File: src/logic/rst_clkmon_pkg.sv
// Purpose: Shared constants and types for the reset sequencer.
// Assumes: hclk at 100 MHz.
// Notes: Offsets are byte addresses on the register bus.
package rst_clkmon_pkg;
    // ----------------------------------------
    // Register map
    // ----------------------------------------
    localparam logic [7:0] ADDR_CLK_MON = 8'h00;
    localparam logic [7:0] ADDR_RST_SRC = 8'h04;
    localparam logic [7:0] ADDR_VDET = 8'h08;
    localparam logic [7:0] ADDR_DEBUG = 8'h0c;
    localparam logic [7:0] ADDR_STATUS = 8'h10;
    // Field positions
    localparam int CLK_MON_EN_BIT = 0;
    localparam int RSF_WDT_BIT = 0;
    localparam int RSF_MON_BIT = 1;
    localparam int RSF_VDET_BIT = 2;
    localparam int VDET_EN_BIT = 0;
    localparam int VDET_SEL_BIT = 1;
    // Reset values
    localparam logic CLK_MON_EN_RST = 1'b0;
    localparam logic [2:0] RST_SRC_RST = 3'h0;
    localparam logic [1:0] VDET_RST = 2'h0;
    localparam logic [7:0] DEBUG_RST = 8'h01;
    // ----------------------------------------
    // Timing
    // ----------------------------------------
    localparam int CLK_MHZ = 100;
    localparam int WDT_HOLD_NS = 500;
    localparam int WDT_HOLD_CYC_RAW = (WDT_HOLD_NS * CLK_MHZ + 999) / 1000;
    localparam int WDT_HOLD_CYC = (WDT_HOLD_CYC_RAW < 1) ? 1 : WDT_HOLD_CYC_RAW;
    localparam int OSC_STAB_EXP = 16;
    localparam int OSC_STAB_CYCLES = 1 << OSC_STAB_EXP;
    localparam int MON_MISS_EDGES = 4;
    localparam int CNT_W = 24;
    // Sequencer states
    typedef enum logic [3:0] {
        ST_RUN = 4'b0001,
        ST_HOLD = 4'b0010,
        ST_LEVEL = 4'b0100,
        ST_STAB = 4'b1000
    } seq_state_type;
endpackage

File: src/logic/clk_mon_if.sv
// Purpose: Link between sequencer and clock monitor.
// Assumes: One clock domain, hclk.
// Notes: Raw clock levels are synchronised inside the monitor.
`timescale 1ns/10ps
interface clk_mon_if;
    logic enable;
    logic suspend;
    logic clear;
    logic main_clk_raw;
    logic int_osc_raw;
    logic stop_req;
    modport ctl(output enable, suspend, clear, main_clk_raw, int_osc_raw, input stop_req);
    modport mon(input enable, suspend, clear, main_clk_raw, int_osc_raw, output stop_req);
endinterface

File: src/logic/clock_monitor.sv
// Purpose: Detects a stopped main clock using internal oscillator edges.
// Assumes: Both clocks are slower than half of hclk.
// Notes: Stop request holds until cleared by the system reset.
`timescale 1ns/10ps
module clock_monitor
    import rst_clkmon_pkg::*;
#(
    parameter int MISS_EDGES = MON_MISS_EDGES
) (
    // Clock and reset
    input wire logic hclk,
    input wire logic hresetn,
    // Sequencer link
    clk_mon_if.mon cm
);
    typedef struct packed {
        logic [2:0] main_sy;
        logic [2:0] osc_sy;
        logic main_seen;
        logic [3:0] miss;
        logic stop;
    } mon_state_type;

    mon_state_type s_r;
    mon_state_type s_nxt;
    logic main_edge;
    logic osc_rise;

    // ----------------------------------------
    // Edge sampling and miss counting
    // ----------------------------------------
    always_comb begin
        s_nxt = s_r;
        s_nxt.main_sy = {s_r.main_sy[1:0], cm.main_clk_raw};
        s_nxt.osc_sy = {s_r.osc_sy[1:0], cm.int_osc_raw};
        main_edge = s_r.main_sy[2] ^ s_r.main_sy[1];
        osc_rise = s_r.osc_sy[1] & ~s_r.osc_sy[2];
        if (main_edge) begin
            s_nxt.main_seen = 1'b1;
        end
        // Main clock sampled on each oscillator rising edge
        if (osc_rise) begin
            s_nxt.main_seen = 1'b0;
            if (s_r.main_seen | main_edge) begin
                s_nxt.miss = 4'h0;
            end else if (s_r.miss != 4'(MISS_EDGES - 1)) begin
                s_nxt.miss = s_r.miss + 4'h1;
            end else begin
                s_nxt.stop = 1'b1;
            end
        end
        // Paused or disabled monitor forgets history
        if (!cm.enable || cm.suspend) begin
            s_nxt.miss = 4'h0;
            s_nxt.main_seen = 1'b0;
            s_nxt.stop = s_r.stop; // No new request while paused
        end
        if (cm.clear) begin
            s_nxt.miss = 4'h0;
            s_nxt.main_seen = 1'b0;
            s_nxt.stop = 1'b0;
        end
    end

    // State register
    always_ff @(posedge hclk or negedge hresetn) begin
        if (!hresetn) begin
            s_r <= '0;
        end else begin
            s_r <= s_nxt;
        end
    end

    assign cm.stop_req = s_r.stop;
endmodule

File: src/logic/reset_sources_clock_monitor.sv
// Purpose: Collects internal reset sources and sequences the system reset.
// Assumes: AHB-Lite slave, zero wait states, hclk at 100 MHz.
// Notes: hresetn stands for the external reset pin.
`timescale 1ns/10ps
module reset_sources_clock_monitor
    import rst_clkmon_pkg::*;
#(
    parameter int STAB_CYCLES = OSC_STAB_CYCLES,
    parameter int HOLD_CYCLES = WDT_HOLD_CYC
) (
    // Clock and reset
    input wire logic hclk,
    input wire logic hresetn,
    // AHB-Lite slave
    input wire logic hsel,
    input wire logic [31:0] haddr,
    input wire logic [1:0] htrans,
    input wire logic hwrite,
    input wire logic [2:0] hsize,
    input wire logic [31:0] hwdata,
    input wire logic hready,
    output logic hreadyout,
    output logic [31:0] hrdata,
    output logic hresp,
    // Reset sources
    input wire logic wdt_overflow,
    input wire logic wdt_reset_mode,
    input wire logic poc_enable,
    input wire logic poc_below,
    input wire logic vdet_below,
    // Clock status
    input wire logic main_clk_in,
    input wire logic int_osc_in,
    input wire logic main_clock_stop,
    input wire logic cpu_clock_status,
    input wire logic cpu_on_int_osc,
    input wire logic int_osc_stopped,
    input wire logic standby_stab_active,
    // Reset effects
    output logic system_reset,
    output logic main_osc_en,
    output logic xtal_sub_osc_en,
    output logic rc_sub_osc_en,
    output logic int_osc_en,
    output logic periph_clk_en,
    output logic cpu_clk_en,
    output logic cpu_div8_load,
    output logic wdt_clear,
    output logic wdt_run,
    output logic io_hiz,
    output logic periph_reg_init,
    output logic ram_write_block,
    output logic [7:0] debug_mode_reg
);
    typedef struct packed {
        seq_state_type state;
        logic [CNT_W-1:0] cnt;
        logic [1:0] poc_sy;
        logic [1:0] vdet_sy;
        logic main_stop_hold;
        logic clk_mon_en;
        logic [2:0] rst_src;
        logic [1:0] vdet;
        logic [7:0] debug;
        logic ph_wr;
        logic [7:0] ph_addr;
        logic [31:0] rdata;
    } top_state_type;

    top_state_type s_r;
    top_state_type s_nxt;
    logic in_rst;
    logic wdt_hit;
    logic poc_req;
    logic vdet_req;
    logic req_level;
    logic take;
    clk_mon_if cm();

    // ----------------------------------------
    // Request decode
    // ----------------------------------------
    // Only the second synchroniser stage is read
    assign in_rst = (s_r.state == ST_HOLD) || (s_r.state == ST_LEVEL);
    assign wdt_hit = wdt_overflow & wdt_reset_mode;
    assign poc_req = poc_enable & s_r.poc_sy[1];
    assign vdet_req = s_r.vdet[VDET_EN_BIT] & s_r.vdet[VDET_SEL_BIT] & s_r.vdet_sy[1];
    assign req_level = poc_req | vdet_req | cm.stop_req;
    assign take = hsel & htrans[1] & hready;

    // ----------------------------------------
    // Clock monitor link
    // ----------------------------------------
    assign cm.enable = s_r.clk_mon_en;
    assign cm.clear = in_rst;
    assign cm.main_clk_raw = main_clk_in;
    assign cm.int_osc_raw = int_osc_in;
    // Pause conditions of the monitor
    assign cm.suspend = standby_stab_active
        | (s_r.state == ST_STAB)
        | s_r.main_stop_hold
        | int_osc_stopped
        | cpu_on_int_osc;

    clock_monitor #(
        .MISS_EDGES(MON_MISS_EDGES)
    ) u_clock_monitor (
        .hclk(hclk),
        .hresetn(hresetn),
        .cm(cm)
    );

    // ----------------------------------------
    // Next state
    // ----------------------------------------
    always_comb begin
        s_nxt = s_r;
        s_nxt.poc_sy = {s_r.poc_sy[0], poc_below};
        s_nxt.vdet_sy = {s_r.vdet_sy[0], vdet_below};

        // Main clock stop window tracking
        if (main_clock_stop && cpu_clock_status) begin
            s_nxt.main_stop_hold = 1'b1;
        end else if (!cpu_clock_status) begin
            s_nxt.main_stop_hold = 1'b0;
        end

        // Reset sequencer
        case (s_r.state)
            ST_RUN: begin
                if (wdt_hit) begin
                    s_nxt.state = ST_HOLD;
                    s_nxt.cnt = '0;
                end else if (req_level) begin
                    s_nxt.state = ST_LEVEL;
                end
            end
            ST_HOLD: begin
                // Fixed hold, then release unless a level source asks
                if (s_r.cnt == CNT_W'(HOLD_CYCLES - 1)) begin
                    s_nxt.cnt = '0;
                    s_nxt.state = req_level ? ST_LEVEL : ST_STAB;
                end else begin
                    s_nxt.cnt = s_r.cnt + 1'b1;
                end
            end
            ST_LEVEL: begin
                // Held while any level source asks
                if (!req_level) begin
                    s_nxt.state = ST_STAB;
                    s_nxt.cnt = '0;
                end
            end
            ST_STAB: begin
                if (wdt_hit) begin
                    s_nxt.state = ST_HOLD;
                    s_nxt.cnt = '0;
                end else if (req_level) begin
                    s_nxt.state = ST_LEVEL;
                end else if (s_r.cnt == CNT_W'(STAB_CYCLES - 1)) begin
                    s_nxt.state = ST_RUN;
                end else begin
                    s_nxt.cnt = s_r.cnt + 1'b1;
                end
            end
            default: begin
                s_nxt.state = ST_LEVEL;
                s_nxt.cnt = '0;
            end
        endcase

        // Bus data phase write
        if (s_r.ph_wr) begin
            case (s_r.ph_addr)
                ADDR_CLK_MON: begin
                    // Enable only sets
                    s_nxt.clk_mon_en = s_r.clk_mon_en | hwdata[CLK_MON_EN_BIT];
                end
                ADDR_RST_SRC: begin
                    // Ones are ignored, zeros clear
                    s_nxt.rst_src = s_r.rst_src & hwdata[2:0];
                end
                ADDR_VDET: begin
                    s_nxt.vdet = hwdata[1:0];
                end
                ADDR_DEBUG: begin
                    s_nxt.debug = hwdata[7:0];
                end
                default: begin
                    s_nxt.debug = s_nxt.debug;
                end
            endcase
        end

        // Source flags, set after clear so set wins
        if (wdt_hit && !in_rst) begin
            s_nxt.rst_src[RSF_WDT_BIT] = 1'b1;
        end
        if (cm.stop_req) begin
            s_nxt.rst_src[RSF_MON_BIT] = 1'b1;
        end
        if (vdet_req) begin
            s_nxt.rst_src[RSF_VDET_BIT] = 1'b1;
        end

        // Internal reset initialises the monitor enable
        if (in_rst) begin
            s_nxt.clk_mon_en = CLK_MON_EN_RST;
        end

        // Bus address phase and read data
        s_nxt.ph_wr = take & hwrite;
        if (take) begin
            s_nxt.ph_addr = haddr[7:0];
        end
        if (take && !hwrite) begin
            case (haddr[7:0])
                ADDR_CLK_MON: s_nxt.rdata = {31'h0, s_nxt.clk_mon_en};
                ADDR_RST_SRC: s_nxt.rdata = {29'h0, s_nxt.rst_src};
                ADDR_VDET: s_nxt.rdata = {30'h0, s_nxt.vdet};
                ADDR_DEBUG: s_nxt.rdata = {24'h0, s_nxt.debug};
                ADDR_STATUS: s_nxt.rdata = {28'h0, s_r.main_stop_hold, cm.stop_req,
                    s_r.state == ST_STAB, in_rst};
                default: s_nxt.rdata = 32'h0;
            endcase
        end
    end

    // ----------------------------------------
    // State register
    // ----------------------------------------
    // Pin reset clears flags and loads debug register with DEBUG_RST
    always_ff @(posedge hclk or negedge hresetn) begin
        if (!hresetn) begin
            s_r.state <= ST_LEVEL;
            s_r.cnt <= '0;
            s_r.poc_sy <= 2'h0;
            s_r.vdet_sy <= 2'h0;
            s_r.main_stop_hold <= 1'b0;
            s_r.clk_mon_en <= CLK_MON_EN_RST;
            s_r.rst_src <= RST_SRC_RST;
            s_r.vdet <= VDET_RST;
            s_r.debug <= DEBUG_RST;
            s_r.ph_wr <= 1'b0;
            s_r.ph_addr <= 8'h00;
            s_r.rdata <= 32'h0;
        end else begin
            s_r <= s_nxt;
        end
    end

    // ----------------------------------------
    // Outputs
    // ----------------------------------------
    assign hreadyout = 1'b1;
    assign hresp = 1'b0;
    assign hrdata = s_r.rdata;
    assign system_reset = in_rst;
    // Oscillators during reset
    assign main_osc_en = !in_rst;
    assign xtal_sub_osc_en = 1'b1;
    assign rc_sub_osc_en = !in_rst;
    assign int_osc_en = !in_rst;
    // Derived clocks wait for stabilization
    assign periph_clk_en = (s_r.state == ST_RUN);
    assign cpu_clk_en = (s_r.state == ST_RUN);
    assign cpu_div8_load = (s_r.state != ST_RUN);
    // Watchdog held cleared
    assign wdt_clear = in_rst;
    assign wdt_run = !in_rst;
    assign io_hiz = in_rst;
    assign periph_reg_init = in_rst;
    assign debug_mode_reg = s_r.debug;
    assign ram_write_block = in_rst;
endmodule

File: config.mk
export PLATFORM = sky130hd
export DESIGN_NAME = reset_sources_clock_monitor
export DESIGN_NICKNAME = d
export VERILOG_FILES = /design/src/logic/rst_clkmon_pkg.sv /design/src/logic/clk_mon_if.sv /design/src/logic/clock_monitor.sv /design/src/logic/reset_sources_clock_monitor.sv
export SDC_FILE = /design/constraint.sdc
export NUM_CORES = 1
export LEC_CHECK = 0
export ABC_AREA = 1
export BUFFER_PORTS_ARGS = -buffer_cell sky130_fd_sc_hd__buf_4
export CAP_MARGIN = 20
export CORE_UTILIZATION = 53
export CTS_BUF_LIST = sky130_fd_sc_hd__clkbuf_16
export CTS_CLUSTER_SIZE = 28
export DETAILED_ROUTE_END_ITERATION = 16
export GPL_TIMING_DRIVEN = 0
export PLACE_DENSITY = 0.81
export SKIP_LAST_GASP = 1
export SYNTH_ARGS = -nofsm -noshare
export SYNTH_HDL_FRONTEND = slang
export SYNTH_HIERARCHICAL = 1
export SYNTH_SLANG_ARGS = --single-unit
File: constraint.sdc
create_clock -name hclk -period 2.13 [get_ports hclk]
set_input_delay 0.426 -clock hclk [delete_from_list [all_inputs] [get_ports hclk]]
set_output_delay 0.426 -clock hclk [all_outputs]
set_load 0.01 [all_outputs]
==> metrics.txt <==
# TYPE chip_impl_metric gauge
chip_impl_metric{name="power_density",unit="nW/µm²"} 765
chip_impl_metric{name="first_global_vias",unit=""} 4472
chip_impl_metric{name="p_leak",unit="nW"} 3.25
chip_impl_metric{name="setup_viol",unit=""} 0
chip_impl_info{name="synth.most_common_cell",value="sky130_fd_sc_hd__nand2_1"} 1
chip_impl_metric{name="critPathMaxFanout",unit=""} 5
chip_impl_metric{name="die_h",unit="µm"} 97.6
chip_impl_metric{name="grt_start_max_net_pins",unit=""} 77
chip_impl_metric{name="tightest_slew",unit="ns"} 0.938
chip_impl_metric{name="final_core_utilization",unit=""} 0.675
chip_impl_metric{name="drv_cap",unit=""} 0
chip_impl_metric{name="wire_length_of_the_first_global_routing_pass",unit="µm"} 20300
chip_impl_metric{name="cts-buffers-inserted",unit=""} 9
chip_impl_metric{name="worst_ir_drop_vdd",unit="V"} 0.000434
chip_impl_metric{name="layout-area-overhead-vs-synth",unit="%"} 22.1
chip_impl_metric{name="floorplan.initialDensity",unit=""} 0.553
chip_impl_metric{name="synthCells",unit=""} 685
chip_impl_metric{name="relSlewSlack",unit=""} 0.375
chip_impl_info{name="synth_top_cells_by_area",value="sky130_fd_sc_hd__dfrtp_1 (38%), sky130_fd_sc_hd__nand2_1 (16%), sky130_fd_sc_hd__buf_4 (8.2%)"} 1
chip_impl_metric{name="clkSlewWorstSetupHoldPaths",unit="ns"} 0.06
chip_impl_metric{name="layout.nets",unit=""} 874
chip_impl_metric{name="synth-edff-count",unit=""} 0
chip_impl_metric{name="dpl.hpwl",unit="µm"} 8710
chip_impl_metric{name="gpl.final_weighted_congestion",unit=""} 0.944
chip_impl_metric{name="routed_wire_length_per_instance",unit="µm"} 13.4
chip_impl_metric{name="wp_data_required",unit="ns"} 1.70
chip_impl_metric{name="crit_path_max_incr_delay",unit="ns"} 0.56
chip_impl_metric{name="clkLatencyLatePin",unit="ns"} 0.34
chip_impl_info{name="status",value="complete, no violations"} 1
chip_impl_metric{name="num_rows",unit=""} 34
chip_impl_metric{name="cp.arrival",unit="ns"} 1.65
chip_impl_metric{name="antenna_cells",unit=""} 0
chip_impl_metric{name="timing.fmax",unit="MHz"} 482
chip_impl_metric{name="layout.filler_cells",unit=""} 728
chip_impl_metric{name="cts_max_path_buffers",unit=""} 2
chip_impl_info{name="critPathKind",value="flip-flop to output port"} 1
chip_impl_metric{name="design.die.area",unit="µm²"} 9520
chip_impl_metric{name="final_cycle_share",unit=""} 0.974
chip_impl_metric{name="detailroute.via_count",unit=""} 4589
chip_impl_metric{name="grt-ovfl-total",unit=""} 0
chip_impl_metric{name="design_power_total",unit="mW"} 4.52
chip_impl_metric{name="pre_cts_ws",unit="ns"} -0.228
chip_impl_metric{name="drc",unit=""} 0
chip_impl_metric{name="floorplan.io_pins",unit=""} 141
chip_impl_info{name="cp_cell_sequence",value="nor2_2, nand3_2, inv_4, nor2_4, buf_4, buf_4, buf_4"} 1
chip_impl_info{name="start_kind",value="flip-flop"} 1
chip_impl_metric{name="rrSetupSlack",unit="ns"} 0.18
chip_impl_info{name="post_synth_most_frequent_cells",value="sky130_fd_sc_hd__nand2_1 (201), sky130_fd_sc_hd__inv_1 (83), sky130_fd_sc_hd__nand3_1 (76)"} 1
chip_impl_info{name="grt_setup_unrepaired",value="true"} 1
chip_impl_info{name="cts_tree",value="built"} 1
chip_impl_metric{name="number_of_vias_per_cell",unit=""} 5.11
chip_impl_metric{name="largest_register_ff_count",unit=""} 45
chip_impl_metric{name="top_area_cell_type_share_of_the_netlist_area",unit=""} 0.382
chip_impl_metric{name="synth.cell_area",unit="µm²"} 4840
chip_impl_metric{name="ant_nets",unit=""} 0
chip_impl_metric{name="synth_warn",unit=""} 6
chip_impl_info{name="root_buffer",value="sky130_fd_sc_hd__clkbuf_16"} 1
chip_impl_info{name="timing.critical_path.mode_cell",value="sky130_fd_sc_hd__buf_4"} 1
chip_impl_metric{name="cp.buffers_inverters",unit=""} 4
chip_impl_metric{name="drtPass1Iterations",unit=""} 5
chip_impl_info{name="holdCritPathClass",value="input port to flip-flop"} 1
chip_impl_metric{name="fin_skew",unit="ns"} 0.0111
chip_impl_metric{name="post-route-min-period",unit="ns"} 2.07
chip_impl_metric{name="setup_ws",unit="ns"} 0.0559
chip_impl_metric{name="slew_violations",unit=""} 0
chip_impl_metric{name="port_buffers",unit=""} 61
chip_impl_metric{name="die-width",unit="µm"} 97.6
chip_impl_metric{name="ys_seq_area_frac",unit=""} 0.393
chip_impl_metric{name="htree_levels",unit=""} 3
chip_impl_metric{name="synth.ff_latch_count",unit=""} 76
chip_impl_metric{name="ys_async_sr_fraction",unit=""} 1.00
chip_impl_metric{name="overall_track_demand_over_capacity_in_global_routing",unit=""} 0.265
chip_impl_metric{name="route.final.wire_length",unit="µm"} 12000
chip_impl_info{name="synth_top_cell_by_area",value="sky130_fd_sc_hd__dfrtp_1"} 1
chip_impl_metric{name="post_route_cells_drive_above_1_share",unit=""} 0.233
chip_impl_metric{name="postSynthAreaPerCell",unit="µm²"} 7.07
chip_impl_metric{name="clock_sinks",unit=""} 76
chip_impl_info{name="crit_family",value="flip-flops"} 1
chip_impl_metric{name="final_hold_viol_count",unit=""} 0
chip_impl_info{name="synth_top_flop_cell",value="sky130_fd_sc_hd__dfrtp_1"} 1
chip_impl_info{name="critPathSlowestCell",value="sky130_fd_sc_hd__dfstp_2"} 1
chip_impl_metric{name="synth_cell_type_count",unit=""} 37
chip_impl_metric{name="dr.first_iter.drc_count",unit=""} 200
chip_impl_info{name="critical_path.endpoint_type",value="output port"} 1
chip_impl_metric{name="antenna_violations_before_repair",unit=""} 0
chip_impl_metric{name="placeable_core_region",unit="µm²"} 8760
==> report_power, final <==
part | switching [mW] | internal (mW) | leakage, nW
combinational | 0.657 | 0.540 | 2.10
clock | 0.680 | 1.05 | 0.159
sequential | 0.0665 | 1.53 | 0.990
==> layer usage <==
layer | vias to the layer above | global-route usage | routed length (µm)
li1 | 2283 | - | -
met1 | 2093 | 0.314 | 4950
met2 | 183 | 0.457 | 5900
met3 | 30 | 0.0612 | 832
met4 | 0 | 0.112 | 356
met5 | - | 0 | 0
==> layout make-up <==
class	count	area [µm²]	share of cell area
multi-input cells	484	2270	0.384
flip-flops and latches	76	1910	0.322
repair buffers	64	480	0.0813
plain buffers	60	447	0.0756
inverters	90	343	0.0580
clock buffers	9	225	0.0381
well taps	108	135	0.0229
clock inverters	7	105	0.0178
==> kinds of logic (layout without fill, tap and decap cells) <==
| logic type | Yosys count | in the layout | synth area share |
|---|---|---|---|
| AO/OA/AOI/OAI | 39 | 39 | 0.0460 |
| XOR/XNOR | 9 | 9 | 0.0163 |
| adder cells (fa/ha/maj) | 3 | 3 | 0.00775 |
| buffers and inverters | 150 | 230 | 0.162 |
| flip-flops | 76 | 76 | 0.393 |
| other | 2 | 27 | 0.00155 |
| AND/OR/NAND/NOR | 406 | 406 | 0.373 |
==> placed cells by master, fill, tap and decap left out, types with 3 or more instances in the layout <==
master                      Yosys  routed
sky130_fd_sc_hd__nand2_1      201     201
sky130_fd_sc_hd__buf_4         53     117
sky130_fd_sc_hd__inv_1         83      80
sky130_fd_sc_hd__nand3_1       76      74
sky130_fd_sc_hd__dfrtp_1       74      73
sky130_fd_sc_hd__nor2_1        69      66
sky130_fd_sc_hd__conb_1         2      27
sky130_fd_sc_hd__o21ai_0       24      24
sky130_fd_sc_hd__nand4_1       19      19
sky130_fd_sc_hd__nand2_2        9       9
sky130_fd_sc_hd__clkbuf_16      0       9
sky130_fd_sc_hd__xor2_1         8       8
sky130_fd_sc_hd__inv_2          6       7
sky130_fd_sc_hd__nor3_1         7       7
sky130_fd_sc_hd__nor2_2         3       5
sky130_fd_sc_hd__or2_2          5       5
sky130_fd_sc_hd__nor2_4         4       5
sky130_fd_sc_hd__a21oi_1        5       5
sky130_fd_sc_hd__and2_1         4       4
sky130_fd_sc_hd__buf_2          3       3
sky130_fd_sc_hd__nand3_2        1       3
sky130_fd_sc_hd__o21ai_2        3       3
sky130_fd_sc_hd__nand3b_1       3       3
sky130_fd_sc_hd__ha_1           3       3
sky130_fd_sc_hd__inv_6          0       3
==> stage by stage <==
step / area [µm²] / instances / hold slack [ns] / TNS [ns]
after floorplan: 4940 / 710 / 0.130 / 0
after global placement: 5530 / 879 / 0.333 / -1.31
after detailed placement: 5530 / 879 / 0.339 / -1.98
after CTS: 5890 / 897 / 0.194 / 0
after global routing: 5910 / 898 / 0.188 / -0.0166
final: 5910 / 898 / 0.199 / 0
==> repair_timing <==
item | 4_1_cts | 5_1_grt
gates resized for setup | 5 | 7
pin swaps | 1 | 1
hold endpoints to repair | 0 | 0
hold buffers | 0 | 0
cloned | 0 | 0
endpoints found under the setup margin | 16 | 19
buffers inserted | 2 | 1
==> final timing paths <==
kind / from / endpoint / cells past startpoint
hold reg to reg: u_clock_monitor/s_nxt[10] / u_clock_monitor/s_nxt[11] / 0
setup reg to reg: s_r[60] / s_r[83] / 11
min in group asynchronous: hresetn / s_r[55] / 1
max in group asynchronous: hresetn / s_r[60] / 1
setup / recovery: s_r[86] / wdt_run / 7
hold / removal: main_clk_in / u_clock_monitor/s_nxt[10] / 1
Power figures use the tool's default switching activity.
